$ cat src/indexer_cfg.svh
`ifndef INDEXER_CFG_SVH
`define INDEXER_CFG_SVH

// Clock and delay timing
`define CLK_PERIOD_NS 50
`define TL_DELAY_UNIT_NS 1000000
`define TL_UNIT_CYCLES (`TL_DELAY_UNIT_NS / `CLK_PERIOD_NS)

// Parameter field positions and values
`define OPSEL_DIGIT_MSB 15
`define OPSEL_DIGIT_LSB 12
`define OPSEL_INDEXER 4'h1
`define JOG_KIND_INDEXER 1'b0
`define DIR_RESET 1'b0

// Point table entry used by jog and direct speed
`define JOG_TABLE 3'h1

// Widths
`define STATION_W 8
`define WORD_W 16
`define TABLE_W 3

`endif

$ cat src/indexer_pkg.sv
`include "indexer_cfg.svh"

package indexer_pkg;

  typedef enum logic [1:0] {
    ST_IDLE = 2'b00,
    ST_INDEX = 2'b01,
    ST_JOG = 2'b10,
    ST_JOG_STOP = 2'b11
  } seq_state_t;

  typedef enum logic [2:0] {
    CMD_NONE = 3'b000,
    CMD_INDEX = 3'b001,
    CMD_JOG = 3'b010,
    CMD_STOP_STATION = 3'b011,
    CMD_STOP_FREE = 3'b100
  } cmd_kind_t;

  // Motion request handed to the servo loop
  typedef struct packed {
    cmd_kind_t kind;
    logic [`STATION_W-1:0] station;
    logic use_speed_word;
    logic [`WORD_W-1:0] speed;
    logic [`TABLE_W-1:0] table_sel;
    logic dir;
  } motion_cmd_t;

  // Status seen by the fieldbus master
  typedef struct packed {
    logic movement_done_flag;
    logic in_position_flag;
    logic next_station_warning;
    logic home_incomplete_alarm;
  } drive_status_t;

endpackage

$ cat src/indexer_motion_sequencer.sv
// Summary of operation
// [RULE_01] Start rising during a motion is ignored and starts nothing.
// [RULE_02] Master raises start again only after movement done is set.
// [RULE_03] Station above division count minus one raises the next-station warning.
// [RULE_04] Delay after in-position, then torque limit switches to limit two.
// [RULE_05] From power-on, in-position shows when position lies in a station range.
// [RULE_06] Master updates station and speed words well ahead of start.
// [RULE_07] Direct speed needs two stations; speed word plus table one ramps.
// [RULE_08] Mode select one high and two low selects manual mode.
// [RULE_09] Manual mode ignores station select bits and speed select bits.
// [RULE_10] Jog kind parameter picks indexer jog or plain jog.
// [RULE_11] Both jogs run at table one speed and ramps while start high.
// [RULE_12] Indexer jog stops at first station reachable when start falls.
// [RULE_13] Plain jog decelerates to stop anywhere when start falls.
// [RULE_14] Station direction sets numbering and jog direction; resets to 0.
// [RULE_15] Indexer behaviour runs only when operation select leading digit is 1.
// [RULE_16] Start before any home return is refused with the home alarm.
// [RULE_17] Movement done clears when a motion is accepted, sets when it ends.

`include "indexer_cfg.svh"
module indexer_motion_sequencer #(
  parameter int unsigned TL_UNIT_CYCLES = `TL_UNIT_CYCLES,
  parameter int unsigned DELAY_W = 16
) (
  // Clock and reset
  input wire logic clk_in,
  input wire logic rst_n_in,
  // Remote input bits from the master
  input wire logic motion_start_bit_in,
  input wire logic op_mode_select_1_in,
  input wire logic op_mode_select_2_in,
  input wire logic [`STATION_W-1:0] next_station_select_bits_in,
  input wire logic [`TABLE_W-1:0] speed_select_bits_in,
  input wire logic direct_speed_select_in,
  // Remote word registers from the master
  input wire logic [`WORD_W-1:0] next_station_word_in,
  input wire logic [`WORD_W-1:0] table_or_speed_word_in,
  // Drive parameters
  input wire logic [`WORD_W-1:0] operation_select_param_in,
  input wire logic [`STATION_W-1:0] station_division_count_in,
  input wire logic [DELAY_W-1:0] torque_limit_delay_param_in,
  input wire logic [`WORD_W-1:0] internal_torque_limit_one_in,
  input wire logic [`WORD_W-1:0] internal_torque_limit_two_in,
  input wire logic station_direction_param_in,
  input wire logic jog_kind_param_in,
  input wire logic two_stations_occupied_in,
  // Servo loop feedback
  input wire logic home_return_done_in,
  input wire logic position_in_station_range_in,
  input wire logic motion_finished_in,
  // Motion request and torque limit to the servo loop
  output indexer_pkg::motion_cmd_t motion_cmd_out,
  output logic [`WORD_W-1:0] torque_limit_out,
  // Status to the master
  output indexer_pkg::drive_status_t status_out
);
  import indexer_pkg::*;

  // Refused at elaboration: a zero prescaler never ends a unit, and wide delays waste area
  if (TL_UNIT_CYCLES < 1) begin
    $error("indexer_motion_sequencer: prescaler count must be at least one");
  end
  if (DELAY_W < 1 || DELAY_W > 24) begin
    $error("indexer_motion_sequencer: delay width out of range");
  end

  seq_state_t state;
  logic start_q;
  logic start_rise;
  logic start_fall;
  logic manual_mode;
  logic auto_mode;
  logic indexer_en;
  logic dir;
  logic [`STATION_W-1:0] req_station;
  logic station_bad;
  logic accept;
  logic [$clog2(TL_UNIT_CYCLES+1)-1:0] unit_cnt;
  logic [DELAY_W-1:0] delay_cnt;
  logic delay_done;
  logic in_pos_q;
  logic done_flag;
  logic warn_flag;
  logic alarm_flag;
  logic in_pos_flag;

  assign start_rise = motion_start_bit_in & ~start_q;
  assign start_fall = ~motion_start_bit_in & start_q;

  // Leading digit gates every new start, the warning, the alarm and in-position
  assign indexer_en = operation_select_param_in[`OPSEL_DIGIT_MSB:`OPSEL_DIGIT_LSB]
                      == `OPSEL_INDEXER; // [RULE_15]

  assign manual_mode = op_mode_select_1_in & ~op_mode_select_2_in; // [RULE_08]
  // Both selects low is home return, handled elsewhere
  assign auto_mode = op_mode_select_2_in;

  // Mode one takes select bits, mode two takes the station word
  always_comb begin
    if (op_mode_select_1_in) begin
      req_station = next_station_word_in[`STATION_W-1:0];
    end else begin
      req_station = next_station_select_bits_in;
    end
  end

  // Count zero would allow no station at all, so it is treated as all bad
  assign station_bad = auto_mode &&
                       ({1'b0, req_station} + 9'h001 > {1'b0, station_division_count_in}); // [RULE_03]

  // A new start is only heard while idle; during motion it is dropped
  assign accept = indexer_en && start_rise && state == ST_IDLE
                  && home_return_done_in && !(auto_mode && station_bad)
                  && (auto_mode || manual_mode); // [RULE_01] [RULE_16]

  // Idle level of start is low, so no false edge follows reset
  always_ff @(posedge clk_in or negedge rst_n_in) begin
    if (!rst_n_in) begin
      start_q <= 1'b0;
    end else begin
      start_q <= motion_start_bit_in;
    end
  end

  // Direction parameter is sampled so it has a defined value from reset
  always_ff @(posedge clk_in or negedge rst_n_in) begin
    if (!rst_n_in) begin
      dir <= `DIR_RESET; // [RULE_14]
    end else begin
      dir <= station_direction_param_in; // [RULE_14]
    end
  end

  // Sequencer state
  always_ff @(posedge clk_in or negedge rst_n_in) begin
    if (!rst_n_in) begin
      state <= ST_IDLE;
    end else begin
      unique case (state)
        ST_IDLE: begin
          if (accept && manual_mode) begin
            state <= ST_JOG;
          end else if (accept) begin
            state <= ST_INDEX;
          end
        end
        ST_INDEX: begin
          if (motion_finished_in) begin
            state <= ST_IDLE;
          end
        end
        ST_JOG: begin
          if (start_fall) begin
            state <= ST_JOG_STOP;
          end
        end
        ST_JOG_STOP: begin
          if (motion_finished_in) begin
            state <= ST_IDLE;
          end
        end
      endcase
    end
  end

  // Motion request toward the servo loop
  always_ff @(posedge clk_in or negedge rst_n_in) begin
    if (!rst_n_in) begin
      motion_cmd_out <= '0;
    end else if (state == ST_IDLE && accept && manual_mode) begin
      // Select bits are not looked at in manual mode
      motion_cmd_out.kind <= CMD_JOG; // [RULE_09] [RULE_11]
      motion_cmd_out.station <= '0;
      motion_cmd_out.use_speed_word <= 1'b0;
      motion_cmd_out.speed <= '0;
      motion_cmd_out.table_sel <= `JOG_TABLE; // [RULE_11]
      motion_cmd_out.dir <= dir; // [RULE_14]
    end else if (state == ST_IDLE && accept) begin
      motion_cmd_out.kind <= CMD_INDEX;
      motion_cmd_out.station <= req_station;
      motion_cmd_out.dir <= dir; // [RULE_14]
      if (!op_mode_select_1_in) begin
        // Speed bits are latched here only, changes while turning are ignored
        motion_cmd_out.use_speed_word <= 1'b0;
        motion_cmd_out.speed <= '0;
        motion_cmd_out.table_sel <= speed_select_bits_in;
      end else if (direct_speed_select_in && two_stations_occupied_in) begin
        motion_cmd_out.use_speed_word <= 1'b1; // [RULE_07]
        motion_cmd_out.speed <= table_or_speed_word_in; // [RULE_07]
        motion_cmd_out.table_sel <= `JOG_TABLE; // [RULE_07]
      end else begin
        motion_cmd_out.use_speed_word <= 1'b0;
        motion_cmd_out.speed <= '0;
        motion_cmd_out.table_sel <= table_or_speed_word_in[`TABLE_W-1:0];
      end
    end else if (state == ST_JOG && start_fall) begin
      if (jog_kind_param_in == `JOG_KIND_INDEXER) begin
        motion_cmd_out.kind <= CMD_STOP_STATION; // [RULE_10] [RULE_12]
      end else begin
        motion_cmd_out.kind <= CMD_STOP_FREE; // [RULE_10] [RULE_13]
      end
    end else if ((state == ST_INDEX || state == ST_JOG_STOP) && motion_finished_in) begin
      motion_cmd_out.kind <= CMD_NONE;
    end
  end

  // Movement done flag
  always_ff @(posedge clk_in or negedge rst_n_in) begin
    if (!rst_n_in) begin
      done_flag <= 1'b1;
    end else if (state == ST_IDLE && accept) begin
      done_flag <= 1'b0; // [RULE_17]
    end else if ((state == ST_INDEX || state == ST_JOG_STOP) && motion_finished_in) begin
      done_flag <= 1'b1; // [RULE_17] [RULE_02]
    end
  end

  // Warning holds until the next start that names a good station
  always_ff @(posedge clk_in or negedge rst_n_in) begin
    if (!rst_n_in) begin
      warn_flag <= 1'b0;
    end else if (indexer_en && start_rise && state == ST_IDLE && auto_mode) begin
      warn_flag <= station_bad; // [RULE_03]
    end
  end

  // Alarm stays up until a home return has been completed
  always_ff @(posedge clk_in or negedge rst_n_in) begin
    if (!rst_n_in) begin
      alarm_flag <= 1'b0;
    end else if (indexer_en && start_rise && !home_return_done_in
                 && (auto_mode || manual_mode)) begin
      alarm_flag <= 1'b1; // [RULE_16]
    end else if (home_return_done_in) begin
      alarm_flag <= 1'b0;
    end
  end

  // In-position follows the loop's station window whenever no motion runs and the leading digit enables the indexer
  always_ff @(posedge clk_in or negedge rst_n_in) begin
    if (!rst_n_in) begin
      in_pos_q <= 1'b0;
    end else begin
      in_pos_q <= indexer_en && state == ST_IDLE
                  && position_in_station_range_in; // [RULE_05]
    end
  end

  always_ff @(posedge clk_in or negedge rst_n_in) begin
    if (!rst_n_in) begin
      in_pos_flag <= 1'b0;
    end else begin
      in_pos_flag <= in_pos_q; // [RULE_05]
    end
  end

  // Flags sit in their own registers so every field has one writer
  assign status_out = '{
    movement_done_flag: done_flag,
    in_position_flag: in_pos_flag,
    next_station_warning: warn_flag,
    home_incomplete_alarm: alarm_flag
  };

  // Delay runs in whole units so a short prescaler serves a long delay
  // Any drop of in-position restarts the whole delay
  always_ff @(posedge clk_in or negedge rst_n_in) begin
    if (!rst_n_in) begin
      unit_cnt <= '0;
      delay_cnt <= '0;
    end else if (!in_pos_q || delay_done) begin
      unit_cnt <= '0;
      delay_cnt <= '0;
    end else if (unit_cnt == $bits(unit_cnt)'(TL_UNIT_CYCLES - 1)) begin
      unit_cnt <= '0;
      delay_cnt <= delay_cnt + 1'b1; // [RULE_04]
    end else begin
      unit_cnt <= unit_cnt + 1'b1;
    end
  end

  always_ff @(posedge clk_in or negedge rst_n_in) begin
    if (!rst_n_in) begin
      delay_done <= 1'b0;
    end else if (!in_pos_q) begin
      delay_done <= 1'b0;
    end else if (delay_cnt >= torque_limit_delay_param_in) begin
      delay_done <= 1'b1; // [RULE_04]
    end
  end

  always_ff @(posedge clk_in or negedge rst_n_in) begin
    if (!rst_n_in) begin
      torque_limit_out <= '0;
    end else if (delay_done && in_pos_q) begin
      torque_limit_out <= internal_torque_limit_two_in; // [RULE_04]
    end else begin
      torque_limit_out <= internal_torque_limit_one_in;
    end
  end

endmodule

$ cat config.mk
export PLATFORM = sky130hd
export DESIGN_NAME = indexer_motion_sequencer
export DESIGN_NICKNAME = d
export VERILOG_FILES = /design/src/indexer_pkg.sv /design/src/indexer_motion_sequencer.sv
export VERILOG_INCLUDE_DIRS = /design/src
export SDC_FILE = /design/constraint.sdc
export NUM_CORES = 1
export LEC_CHECK = 0
export BUFFER_PORTS_ARGS = -buffer_cell sky130_fd_sc_hd__buf_4
export CORE_ASPECT_RATIO = 0.7
export CORE_MARGIN = 2
export CORE_UTILIZATION = 45
export DETAILED_ROUTE_END_ITERATION = 10
export GPL_TIMING_DRIVEN = 0
export PLACE_DENSITY = 0.74
export SYNTH_ARGS = -nofsm -noshare
export SYNTH_HDL_FRONTEND = slang
export SYNTH_SLANG_ARGS = --single-unit
export TNS_END_PERCENT = 30
$ cat constraint.sdc
create_clock -name clk_in -period 3.5 [get_ports clk_in]
set_input_delay 1.05 -clock clk_in [delete_from_list [all_inputs] [get_ports clk_in]]
set_output_delay 1.05 -clock clk_in [all_outputs]
set_load 0.05 [all_outputs]
==> Flow_metrics.wiki, run 1 <==
{| class="wikitable"
! Metric !! Value
|-
| Result of the run || complete, but fails checks
|-
| Failing checks || negative setup slack
|-
| Clock transition at path regs || 0.07 ns
|-
| Avg Synthesized Cell Area || about 9.8 um2
|-
| Synthesized area || 4770 um2
|-
| CP endpoint kind || flip-flop
|-
| Worst-skew pair later-pin latency || ~0.34 ns
|-
| Area of the core || 10300 um2
|-
| Final Critical Period || roughly 3.6 ns
|-
| Global placer's final weighted congestion || roughly 0.85
|-
| Final worst setup slack || -0.0591 ns
|-
| HPWL reported at the end of detailed placement || around 9.0 mm
|-
| I/O Pins || between 150 and 200
|-
| Total power per unit cell area || around 400 nW/um2
|-
| Residual antenna-violating net count after detailed routing || 0
|-
| Area taken by flip-flops and latches || between 2000 and 2500 um2
|-
| Most instantiated flip-flop cell in the synthesis netlist || sky130_fd_sc_hd__dfrtp_1
|-
| Maximum number of pins on one net before global-route repair || 90
|-
| Proportion of layout cells with a drive suffix above 1 || 0.398
|-
| GRT Util Overall || 0.220
|-
| Required time worst endpoint || roughly 3.7 ns
|-
| Series of cell instances along the critical path || buf_12, buf_8, mux2i_4, inv_2, ha_4, nand4_1, a22oi_2, xnor2_1, ha_1, a22oi_2, o211ai_1, o221ai_2, a41oi_4, buf_6, clkbuf_16, nand2_2, o31ai_2
|-
| Type of the tightest min-delay check || reg2reg
|-
| Net count reported at finish || 828
|-
| Setup Viol. Count Final || 23
|-
| Buffers added on ports || approximately 160
|-
| TritonCTS clock tree || built
|-
| Number of global-route vias before repair || slightly above 4000
|-
| Number of iterations in the first detailed-routing pass || 4
|-
| Clock Sinks || slightly below 90
|-
| Worst Hold Depth || 2
|-
| Sum of buffers and inverters on the critical path || 5
|-
| Die W || 127 um
|-
| Number of flops mapped to enable cells by yosys || 0
|-
| Most prevalent standard cell on the critical path || sky130_fd_sc_hd__a22oi_2
|-
| Worst-Margin Slew || roughly 1.1 ns
|-
| Worst Setup Start Kind || input port
|-
| Routed length per placed instance || between 15 and 20 um
|-
| Commonest cells after routing, fill and taps aside || sky130_fd_sc_hd__buf_4 (178), sky130_fd_sc_hd__dfrtp_1 (88), sky130_fd_sc_hd__nand2_1 (50), sky130_fd_sc_hd__nor2_1 (44), sky130_fd_sc_hd__inv_1 (35)
|-
| Placement Cell Area || 6140 um2
|-
| Most common cell after layout, fill and taps aside || sky130_fd_sc_hd__buf_4
|-
| Max H-tree Level || 3
|-
| Achievable frequency || ~0.28 GHz
|-
| Vias/cell || slightly above 5
|-
| Max Cap Viol || 0
|-
| Post-route clock skew || 0.00896 ns
|-
| RSZ-0062 raised after global routing || yes
|-
| Number of register bits inferred by synthesis || 89
|-
| Final wirelength || 12.3 mm
|-
| Filler cells || between 700 and 800
|-
| Cell count along the critical path || 17
|-
| Pleak || approximately 3.3 nW
|-
| Worst Path Max Fanout || 6
|-
| Number of placement rows || 31
|-
| Area of all placed cells without fillers || between 6000 and 7000 um2
|-
| Max-slew headroom || 0.284
|-
| Post-placement worst setup slack || -0.791 ns
|-
| Effective utilization at floorplan || 0.462
|-
| Number of cells traversed by the worst register-to-register path || 7
|-
| Critical path type || in2reg
|-
| Fraction of registers with async set/reset || 1.00
|-
| Data arrival time of the critical path || 3.77 ns
|-
| Area of the multi-input gates || between 2000 and 2500 um2
|-
| Fin. Hold Viols || 0
|-
| Die Height || around 90 um
|-
| Crit share post-route || 1.02
|-
| Yosys Warn Count || 0
|-
| Total count of max-transition violations in the final report || 0
|-
| Worst-case clock buffer depth || 2
|-
| Area Overhead vs Synth || 42.7%
|-
| Seq/Total Area, Yosys || 0.467
|-
| CP max stage delay || 0.35 ns
|-
| Clock Root Buffer || sky130_fd_sc_hd__clkbuf_16
|-
| DR vias || between 4000 and 5000
|-
| Family with the most delay on the worst path || compound AO/OA/AOI/OAI gates
|-
| Die area || 11400 um2
|-
| First-pass GRT wire length || about 20 mm
|-
| IR Drop Worst-Case VDD || about 0.40 mV
|-
| Slowest CP cell || sky130_fd_sc_hd__ha_1
|-
| Total inserted antenna cells || 0
|-
| Number of antenna violations at the first check in global routing || 0
|-
| Total CTS buffers || 9
|-
| Total DRC errors in the routed layout || 0
|-
| Synthesized netlist net count || 640
|-
| Worst hold slack || around 0.48 ns
|-
| Total grt overflow || 0
|-
| Number of different library cells in the post-synthesis netlist || 53
|-
| Post-synthesis instance total || 486
|-
| First DRT Iteration DRCs || between 150 and 200
|}
==> per-layer routing <==
metal / share of wire / up-vias / global-route usage
met3: 0.065 / 17 / 0.0488
met5: 0 / - / 0
met4: 0.013 / 0 / 0.0595
met2: 0.48 / 153 / 0.369
met1: 0.45 / 1931 / 0.288
li1: - / 2053 / -
==> cell type report <==
cell class | instances | area share
Buffer | 20 | 0.0241
Clock buffer | 10 | 0.0351
Clock inverter | 6 | 0.00643
Inverter | 36 | 0.0199
Multi-Input combinational cell | 340 | 0.358
Sequential cell | 89 | 0.327
Tap cell | 132 | 0.0243
Timing Repair Buffer | 178 | 0.205
==> registers in the layout, indices dropped and copies added, names as in the netlist, 2 cells and up <==
| signal | cells |
|---|---|
| motion_cmd_out | 32 |
| delay_cnt | 16 |
| torque_limit_out | 16 |
| unit_cnt | 15 |
| state | 2 |
==> worst min-delay path, cell delays in order (launching register included) <==
cell	delay [ns]
sky130_fd_sc_hd__dfrtp_1	0.34
sky130_fd_sc_hd__nand2_1	0.05
sky130_fd_sc_hd__o31ai_1	0.05
==> metrics by stage <==
stage                     total power [mW]  setup TNS, ns  utilization  instances
final                                 2.72         -0.532        0.660        811
after global routing                  2.85          -6.62        0.660        811
after CTS                             2.72        -0.0100        0.641        806
after detailed placement              1.80         -23.18        0.595        776
after global placement                1.78         -19.59        0.595        776
after floorplan                       1.53          -4.14            -        486
==> worst paths after layout <==
check | slack, ns | start | end
max | -0.06 | op_mode_select_1_in | motion_cmd_out[27]$_DFFE_PN0P_
min | 0.48 | motion_cmd_out[23]$_DFFE_PN0P_ | motion_cmd_out[23]$_DFFE_PN0P_
max reg2reg | 1.40 | state[0]$_DFFE_PN0P_ | motion_cmd_out[1]$_DFFE_PN0P_
min reg2reg | 0.48 | motion_cmd_out[23]$_DFFE_PN0P_ | motion_cmd_out[23]$_DFFE_PN0P_
max in group asynchronous | 1.90 | rst_n_in | unit_cnt[5]$_DFF_PN0_
min in group asynchronous | 0.91 | rst_n_in | in_pos_flag$_DFF_PN0_
==> power breakdown <==
| part | internal (mW) | switching (mW) | total (mW) |
|---|---|---|---|
| registers | 1.09 | 0.0422 | 1.13 |
| logic | 0.288 | 0.409 | 0.697 |
| clock network | 0.501 | 0.390 | 0.891 |
==> repair_timing <==
action | in CTS | in global routing
resized for setup | 32 | 36
pin swaps | 13 | 11
endpoints found under the setup margin | 33 | 33
hold buffers | 0 | 0
gates cloned | 1 | 2
setup buffers | 14 | 3
==> cell families (layout without fill, tap and decap cells) <==
family          count (synthesis)  count (layout)  share of synthesized area
fa+ha+maj                      27              27                     0.0708
mux                            24              24                     0.0577
simple gates                  180             180                      0.191
flops                          89              89                      0.467
xor+xnor                       28              28                     0.0514
buf+inv                        57             250                     0.0554
compound gates                 81              81                      0.106
==> cells in the mapped netlist (all sizes together) (6+ instances only) <==
library cell	count	area, um2
a21oi	26	130
and3	6	37.5
buf	15	105
clkbuf	6	23.8
dfrtp	88	2200
ha	27	338
inv	36	135
mux2	19	225
nand2	61	231
nand3	13	75.1
nand4	17	106
nor2	45	171
nor2b	12	75.1
nor3	8	51.3
o21ai	27	135
o31ai	9	67.6
or3	6	37.5
xnor2	11	96.3
xor2	17	149
No activity file was read; power rests on OpenSTA's default activity.
==> inputs of run 2 (changes only) <==
--- a/config.mk
+++ b/config.mk
@@ -10,6 +10,7 @@
 export CORE_ASPECT_RATIO = 0.7
 export CORE_MARGIN = 2
 export CORE_UTILIZATION = 45
+export CTS_BUF_LIST = sky130_fd_sc_hd__clkbuf_16
 export DETAILED_ROUTE_END_ITERATION = 10
 export GPL_TIMING_DRIVEN = 0
 export PLACE_DENSITY = 0.74
==> run 2 against run 1 <==
Effect of this change:
- the run still ends with negative setup slack left
- count of clock-buffer cells in the layout shrank 1
- die area is the same
- sequential power is essentially flat
- non-clock buffer count is the same
- largest cell class unchanged
- highest routed layer unchanged
==> Flow_metrics.wiki, run 2 (synthesis gave the netlist of run 1 again) <==
{| class="wikitable"
! Metric !! Value
|-
| Result of the run || complete, but fails checks
|-
| Failing checks || negative setup slack
|-
| TritonCTS clock tree || built
|-
| Area of the core || 10300 um2
|-
| Achievable frequency || ~0.28 GHz
|-
| Global placer's final weighted congestion || 0.847
|-
| Total DRC errors in the routed layout || 0
|-
| Worst-skew pair later-pin latency || approximately 0.34 ns
|-
| Most common cell after layout, fill and taps aside || sky130_fd_sc_hd__buf_4
|-
| Final Critical Period || ~3.6 ns
|-
| Proportion of layout cells with a drive suffix above 1 || 0.396
|-
| Worst-case clock buffer depth || 2
|-
| Number of hold buffers added after CTS || 0
|-
| Area Overhead vs Synth || 42.5%
|-
| Residual antenna-violating net count after detailed routing || 0
|-
| Worst Hold Depth || 2
|-
| Startpoint of the lowest-slack register-to-register path || state[0]$_DFFE_PN0P_
|-
| Total count of max-transition violations in the final report || 0
|-
| Number of cells traversed by the worst register-to-register path || 7
|-
| Total power per unit cell area || just under 400 nW/um2
|-
| Number of iterations in the first detailed-routing pass || 4
|-
| Accumulated negative setup slack || -0.531 ns
|-
| Max H-tree Level || 3
|-
| DR vias || approximately 4200
|-
| First DRT Iteration DRCs || 169
|-
| Max Cap Viol || 0
|-
| Crit share post-route || 1.02
|-
| Data arrival time of the critical path || between 3 and 4 ns
|-
| Number of placement rows || 31
|-
| Clock Root Buffer || sky130_fd_sc_hd__clkbuf_16
|-
| Largest register FFs || 32
|-
| Pleak || ~3.3 nW
|-
| Final worst setup slack || -0.0591 ns
|-
| Buffers added on ports || about 160
|-
| Worst Setup Start Kind || input port
|-
| Post-layout power || between 2 and 3 mW
|-
| Worst-Margin Slew || 1.07 ns
|-
| Die Height || around 90 um
|-
| Commonest cells after routing, fill and taps aside || sky130_fd_sc_hd__buf_4 (178), sky130_fd_sc_hd__dfrtp_1 (88), sky130_fd_sc_hd__nand2_1 (50), sky130_fd_sc_hd__nor2_1 (44), sky130_fd_sc_hd__inv_1 (35)
|-
| Vias/cell || slightly above 5
|-
| Setup crit end || motion_cmd_out[27]$_DFFE_PN0P_
|-
| Number of global-route vias before repair || between 4000 and 5000
|-
| Filler cells || about 800
|-
| RSZ-0062 raised after global routing || yes
|-
| Critical path type || in2reg
|-
| Total CTS buffers || 9
|-
| Fin. Hold Viols || 0
|-
| HPWL reported at the end of detailed placement || 9.03 mm
|-
| Endpoint of the most critical register-to-register path || motion_cmd_out[1]$_DFFE_PN0P_
|-
| Effective utilization at floorplan || 0.462
|-
| Start point of the critical path || op_mode_select_1_in
|-
| IR Drop Worst-Case VDD || ~0.40 mV
|-
| Clock Sinks || just under 90
|-
| Total inserted antenna cells || 0
|-
| Post-route clock skew || 0.00896 ns
|-
| CP endpoint kind || flip-flop
|-
| Routed length per placed instance || approximately 15 um
|-
| Register with the highest flop count || motion_cmd_out
|-
| Number of antenna violations at the first check in global routing || 0
|-
| Type of the tightest min-delay check || reg2reg
|-
| Die area || between 10000 and 15000 um2
|-
| Max-slew headroom || 0.284
|-
| First-pass GRT wire length || between 20 and 25 mm
|-
| Clock transition at path regs || roughly 0.07 ns
|-
| Net count reported at finish || 828
|-
| Setup slack, reg-to-reg || around 1.4 ns
|-
| Worst Path Max Fanout || 6
|-
| Registers with the highest flip-flop counts || motion_cmd_out (32), delay_cnt (16), torque_limit_out (16)
|-
| Die W || between 100 and 150 um
|-
| GRT Util Overall || 0.220
|-
| Final wirelength || between 10 and 15 mm
|-
| Required time worst endpoint || roughly 3.7 ns
|-
| Setup Viol. Count Final || 23
|-
| I/O Pins || about 180
|-
| Total grt overflow || 0
|-
| Post-placement worst setup slack || -0.791 ns
|-
| Maximum number of pins on one net before global-route repair || 90
|}
==> run 2: cell types whose count changed in the layout (fill, tap and decap cells not counted), sizes merged <==
cell / before / now
clkinv: 5 / 6
clkbuf: 17 / 16
==> run 2: area by class of cell <==
type,instances,area [um2],share of cell area
inverters,36,135,0.0199
well taps,132,165,0.0243
plain buffers,20,164,0.0241
flip-flops and latches,89,2230,0.328
clock inverters,7,47.5,0.00700
repair buffers,178,1400,0.205
multi-input cells,340,2440,0.358
clock buffers,9,225,0.0331
==> run 2: through the flow <==
stage / hold slack [ns] / std cells / instance area [um2] / utilization
6_report: 0.482 / 811 / 6800 / 0.659
4_1_cts: 0.483 / 806 / 6610 / 0.640
5_1_grt: 0.494 / 811 / 6800 / 0.659
3_5_place_dp: 0.468 / 776 / 6140 / 0.595
2_1_floorplan: 0.395 / 486 / 4790 / -
3_3_place_gp: 0.463 / 776 / 6140 / 0.595
==> run 2: how the worst min path moves through the flow <==
stage	startpoint	end
detailed placement	motion_cmd_out[23]$_DFFE_PN0P_	motion_cmd_out[23]$_DFFE_PN0P_
floorplan	in_pos_q$_DFF_PN0_	in_pos_flag$_DFF_PN0_
CTS	motion_cmd_out[23]$_DFFE_PN0P_	motion_cmd_out[23]$_DFFE_PN0P_
finish	motion_cmd_out[23]$_DFFE_PN0P_	motion_cmd_out[23]$_DFFE_PN0P_
global route	motion_cmd_out[18]$_DFFE_PN0P_	motion_cmd_out[18]$_DFFE_PN0P_
global placement	dir$_DFF_PN0_	motion_cmd_out[0]$_DFFE_PN0P_
==> run 2: layer usage <==
metal  track usage  up-vias  part of all wire
met5             0        -                 0
met4        0.0595        0             0.013
met3        0.0488       17             0.065
met2         0.369      153              0.48
met1         0.288     1931              0.45
li1              -     2054                 -
==> run 2: critical path: stages <==
cell and delay, ns:
sky130_fd_sc_hd__buf_12 0.11, sky130_fd_sc_hd__buf_8 0.12, sky130_fd_sc_hd__mux2i_4 0.19, sky130_fd_sc_hd__inv_2 0.07, sky130_fd_sc_hd__ha_4 0.15, sky130_fd_sc_hd__nand4_1 0.12, sky130_fd_sc_hd__a22oi_2 0.25, sky130_fd_sc_hd__xnor2_1 0.11
sky130_fd_sc_hd__ha_1 0.35, sky130_fd_sc_hd__a22oi_2 0.19, sky130_fd_sc_hd__o211ai_1 0.11, sky130_fd_sc_hd__o221ai_2 0.24, sky130_fd_sc_hd__a41oi_4 0.20, sky130_fd_sc_hd__buf_6 0.20, sky130_fd_sc_hd__clkbuf_16 0.16, sky130_fd_sc_hd__nand2_2 0.07
sky130_fd_sc_hd__o31ai_2 0.06
==> run 2: what timing repair did <==
action	4_1_cts	5_1_grt
gates cloned	1	2
endpoints found under the hold margin	0	0
setup endpoints to repair	33	33
pin swaps	13	11
setup buffers	14	3
resized for setup	32	36
==> run 2: report_power, final <==
part / internal (mW) / switching (mW) / total, mW
Sequential: 1.09 / 0.0422 / 1.13
Combinational: 0.288 / 0.409 / 0.697
Clock: 0.479 / 0.389 / 0.868
Total: 1.86 / 0.840 / 2.70
==> inputs of run 3 (changes only) <==
--- a/config.mk
+++ b/config.mk
@@ -7,12 +7,13 @@
 export NUM_CORES = 1
 export LEC_CHECK = 0
 export BUFFER_PORTS_ARGS = -buffer_cell sky130_fd_sc_hd__buf_4
-export CORE_ASPECT_RATIO = 0.7
-export CORE_MARGIN = 2
+export CORE_ASPECT_RATIO = 0.75
+export CORE_MARGIN = 8
 export CORE_UTILIZATION = 45
 export CTS_BUF_LIST = sky130_fd_sc_hd__clkbuf_16
 export DETAILED_ROUTE_END_ITERATION = 10
 export GPL_TIMING_DRIVEN = 0
+export HOLD_SLACK_MARGIN = 0.08
 export PLACE_DENSITY = 0.74
 export SYNTH_ARGS = -nofsm -noshare
 export SYNTH_HDL_FRONTEND = slang
==> run 3 against run 2 <==
Effect of this change:
- the run still ends with negative setup slack left
- hold slack worse by 0.012 ns
- final cell count is 0.62% lower
- first-iteration DRC count is 40% higher
- sequential power hardly changed
- via count is 0.43% lower
- flip-flop and latch count stayed put
- critical endpoint is now motion_cmd_out[28]$_DFFE_PN0P_
- largest cell class unchanged
==> Flow_metrics.wiki, run 3 (synthesis gave the netlist of run 1 again) <==
{| class="wikitable"
! Metric !! Value
|-
| Result of the run || complete, but fails checks
|-
| Failing checks || negative setup slack
|-
| Area of the core || ~10000 um2
|-
| Total power per unit cell area || slightly above 400 nW/um2
|-
| Worst-skew pair later-pin latency || ~0.34 ns
|-
| Required time worst endpoint || between 3 and 4 ns
|-
| Data arrival time of the critical path || about 3.8 ns
|-
| Fin. Hold Viols || 0
|-
| Post-route clock skew || 0.00722 ns
|-
| Buffers added on ports || approximately 160
|-
| Worst-case clock buffer depth || 2
|-
| First-pass GRT wire length || ~21 mm
|-
| Setup Viol. Count Final || 12
|-
| Critical path type || in2reg
|-
| Global placer's final weighted congestion || ~0.82
|-
| Die W || about 130 um
|-
| RSZ-0062 raised after global routing || yes
|-
| Proportion of layout cells with a drive suffix above 1 || 0.367
|-
| Max-slew headroom || 0.259
|-
| Routed length per placed instance || 16.3 um
|-
| Clock transition at path regs || approximately 0.070 ns
|-
| CP endpoint kind || flip-flop
|-
| Worst-Margin Slew || approximately 1.1 ns
|-
| IR Drop Worst-Case VDD || 0.379 mV
|-
| Family with the most delay on the worst path || compound AO/OA/AOI/OAI gates
|-
| Registers with the highest flip-flop counts || motion_cmd_out (32), delay_cnt (16), torque_limit_out (16)
|-
| Achievable frequency || between 0.2 and 0.3 GHz
|-
| Most common cell after layout, fill and taps aside || sky130_fd_sc_hd__buf_4
|-
| TritonCTS clock tree || built
|-
| HPWL reported at the end of detailed placement || between 10 and 15 mm
|-
| Slowest CP cell || sky130_fd_sc_hd__ha_1
|-
| Fin cells || 806
|-
| Area Overhead vs Synth || 39.1%
|-
| Register with the highest flop count || motion_cmd_out
|-
| Net count reported at finish || slightly above 800
|-
| Vias/cell || 5.13
|-
| CP max stage delay || slightly below 0.3 ns
|-
| Die Height || between 100 and 150 um
|-
| DR vias || between 4000 and 5000
|-
| Final worst setup slack || -0.0533 ns
|-
| Number of hold buffers added after CTS || 0
|-
| Maximum number of pins on one net before global-route repair || 90
|-
| Accumulated negative setup slack || -0.394 ns
|-
| Type of the tightest min-delay check || reg2reg
|-
| Effective utilization at floorplan || 0.463
|-
| Total CTS buffers || 9
|-
| Total grt overflow || 0
|-
| Largest register FFs || 32
|-
| Die area || between 10000 and 15000 um2
|-
| Final Critical Period || roughly 3.6 ns
|-
| Worst Path Max Fanout || 6
|-
| Final wirelength || around 13 mm
|-
| Number of global-route vias before repair || around 4200
|-
| Clock Root Buffer || sky130_fd_sc_hd__clkbuf_16
|-
| Total DRC errors in the routed layout || 0
|-
| Worst Setup Start Kind || input port
|-
| Number of placement rows || 32
|-
| Total count of max-transition violations in the final report || 0
|-
| First DRT Iteration DRCs || approximately 240
|-
| Sum of buffers and inverters on the critical path || 5
|-
| Residual antenna-violating net count after detailed routing || 0
|-
| Max H-tree Level || 3
|-
| Number of placed instances, taps included || 780
|-
| Number of antenna violations at the first check in global routing || 0
|-
| Crit share post-route || 1.02
|-
| I/O Pins || 179
|-
| Most prevalent standard cell on the critical path || sky130_fd_sc_hd__a22oi_2
|-
| Commonest cells after routing, fill and taps aside || sky130_fd_sc_hd__buf_4 (171), sky130_fd_sc_hd__dfrtp_1 (88), sky130_fd_sc_hd__nand2_1 (57), sky130_fd_sc_hd__nor2_1 (44), sky130_fd_sc_hd__inv_1 (35)
|-
| Series of cell instances along the critical path || buf_12, buf_8, mux2i_4, inv_2, ha_4, nand4_1, a22oi_2, xnor2_1, ha_1, a22oi_2, o211ai_1, o221ai_2, a41oi_4, buf_6, buf_4, nand2_1, o31ai_1
|-
| Pleak || approximately 3.2 nW
|-
| GRT Util Overall || 0.182
|-
| Max Cap Viol || 0
|-
| Total inserted antenna cells || 0
|-
| Number of iterations in the first detailed-routing pass || 4
|-
| Clock Sinks || 89
|}
-- run 3: area by class of cell --
cell class              instances  area [um2]
clock buffers                   9         225
fillers                       831        3660
clock inverters                 7        66.3
flip-flops and latches         89        2230
inverters                      36         135
multi-input cells             340        2370
well taps                     136         170
repair buffers                169        1310
plain buffers                  20         130
-- run 3: worst register-to-register path, delay by kind of cell (launching register included) --
kind / cells / cell delay (ns)
simple gates: 4 / 0.95
buf+inv: 2 / 0.43
flops: 1 / 0.41
fa+ha+maj: 1 / 0.26
-- run 3: per-layer routing --
layer  wire length, um  global-route usage  share of wire
met4               201              0.0488          0.015
met5                 0                   0              0
met3              1070              0.0574          0.082
met1              5780               0.228           0.44
met2              6040               0.298           0.46
-- run 3: timing repair --
item                       CTS  global route
cloned                       3             0
setup endpoints to repair   33            33
resized for setup           14             9
pin swaps                   12             8
buffers inserted             6             2
-- run 3: path summary, 6_finish.rpt --
| path | startpoint | to | slack [ns] | cells after the start |
|---|---|---|---|---|
| worst max-delay path | op_mode_select_1_in | motion_cmd_out[28]$_DFFE_PN0P_ | -0.05 | 17 |
| worst min-delay path | in_pos_q$_DFF_PN0_ | in_pos_flag$_DFF_PN0_ | 0.47 | 0 |
| worst max register to register | unit_cnt[0]$_DFF_PN0_ | unit_cnt[13]$_DFF_PN0_ | 1.38 | 7 |
| worst min register to register | in_pos_q$_DFF_PN0_ | in_pos_flag$_DFF_PN0_ | 0.47 | 0 |
| max in group asynchronous | rst_n_in | motion_cmd_out[2]$_DFFE_PN0P_ | 1.87 | 1 |
| min in group asynchronous | rst_n_in | torque_limit_out[2]$_DFF_PN0_ | 0.91 | 1 |
-- run 3: stage by stage --
step           power, mW  instance area [um2]   util  worst slack [ns]  hold WS, ns
2_1_floorplan       1.53                 4790      -            -0.218        0.395
3_3_place_gp        1.79                 6150  0.597            -0.673        0.438
3_5_place_dp        1.80                 6150  0.597            -0.706        0.445
4_1_cts             2.74                 6580  0.640           -0.0144        0.454
5_1_grt             2.84                 6630  0.645            -0.214        0.477
6_report            2.73                 6630  0.645           -0.0533        0.470
-- run 3: where the power goes --
part	internal, mW	switching, mW	total, mW
clock	0.493	0.424	0.917
combinational	0.279	0.399	0.678
sequential	1.09	0.0410	1.13
total	1.86	0.864	2.73
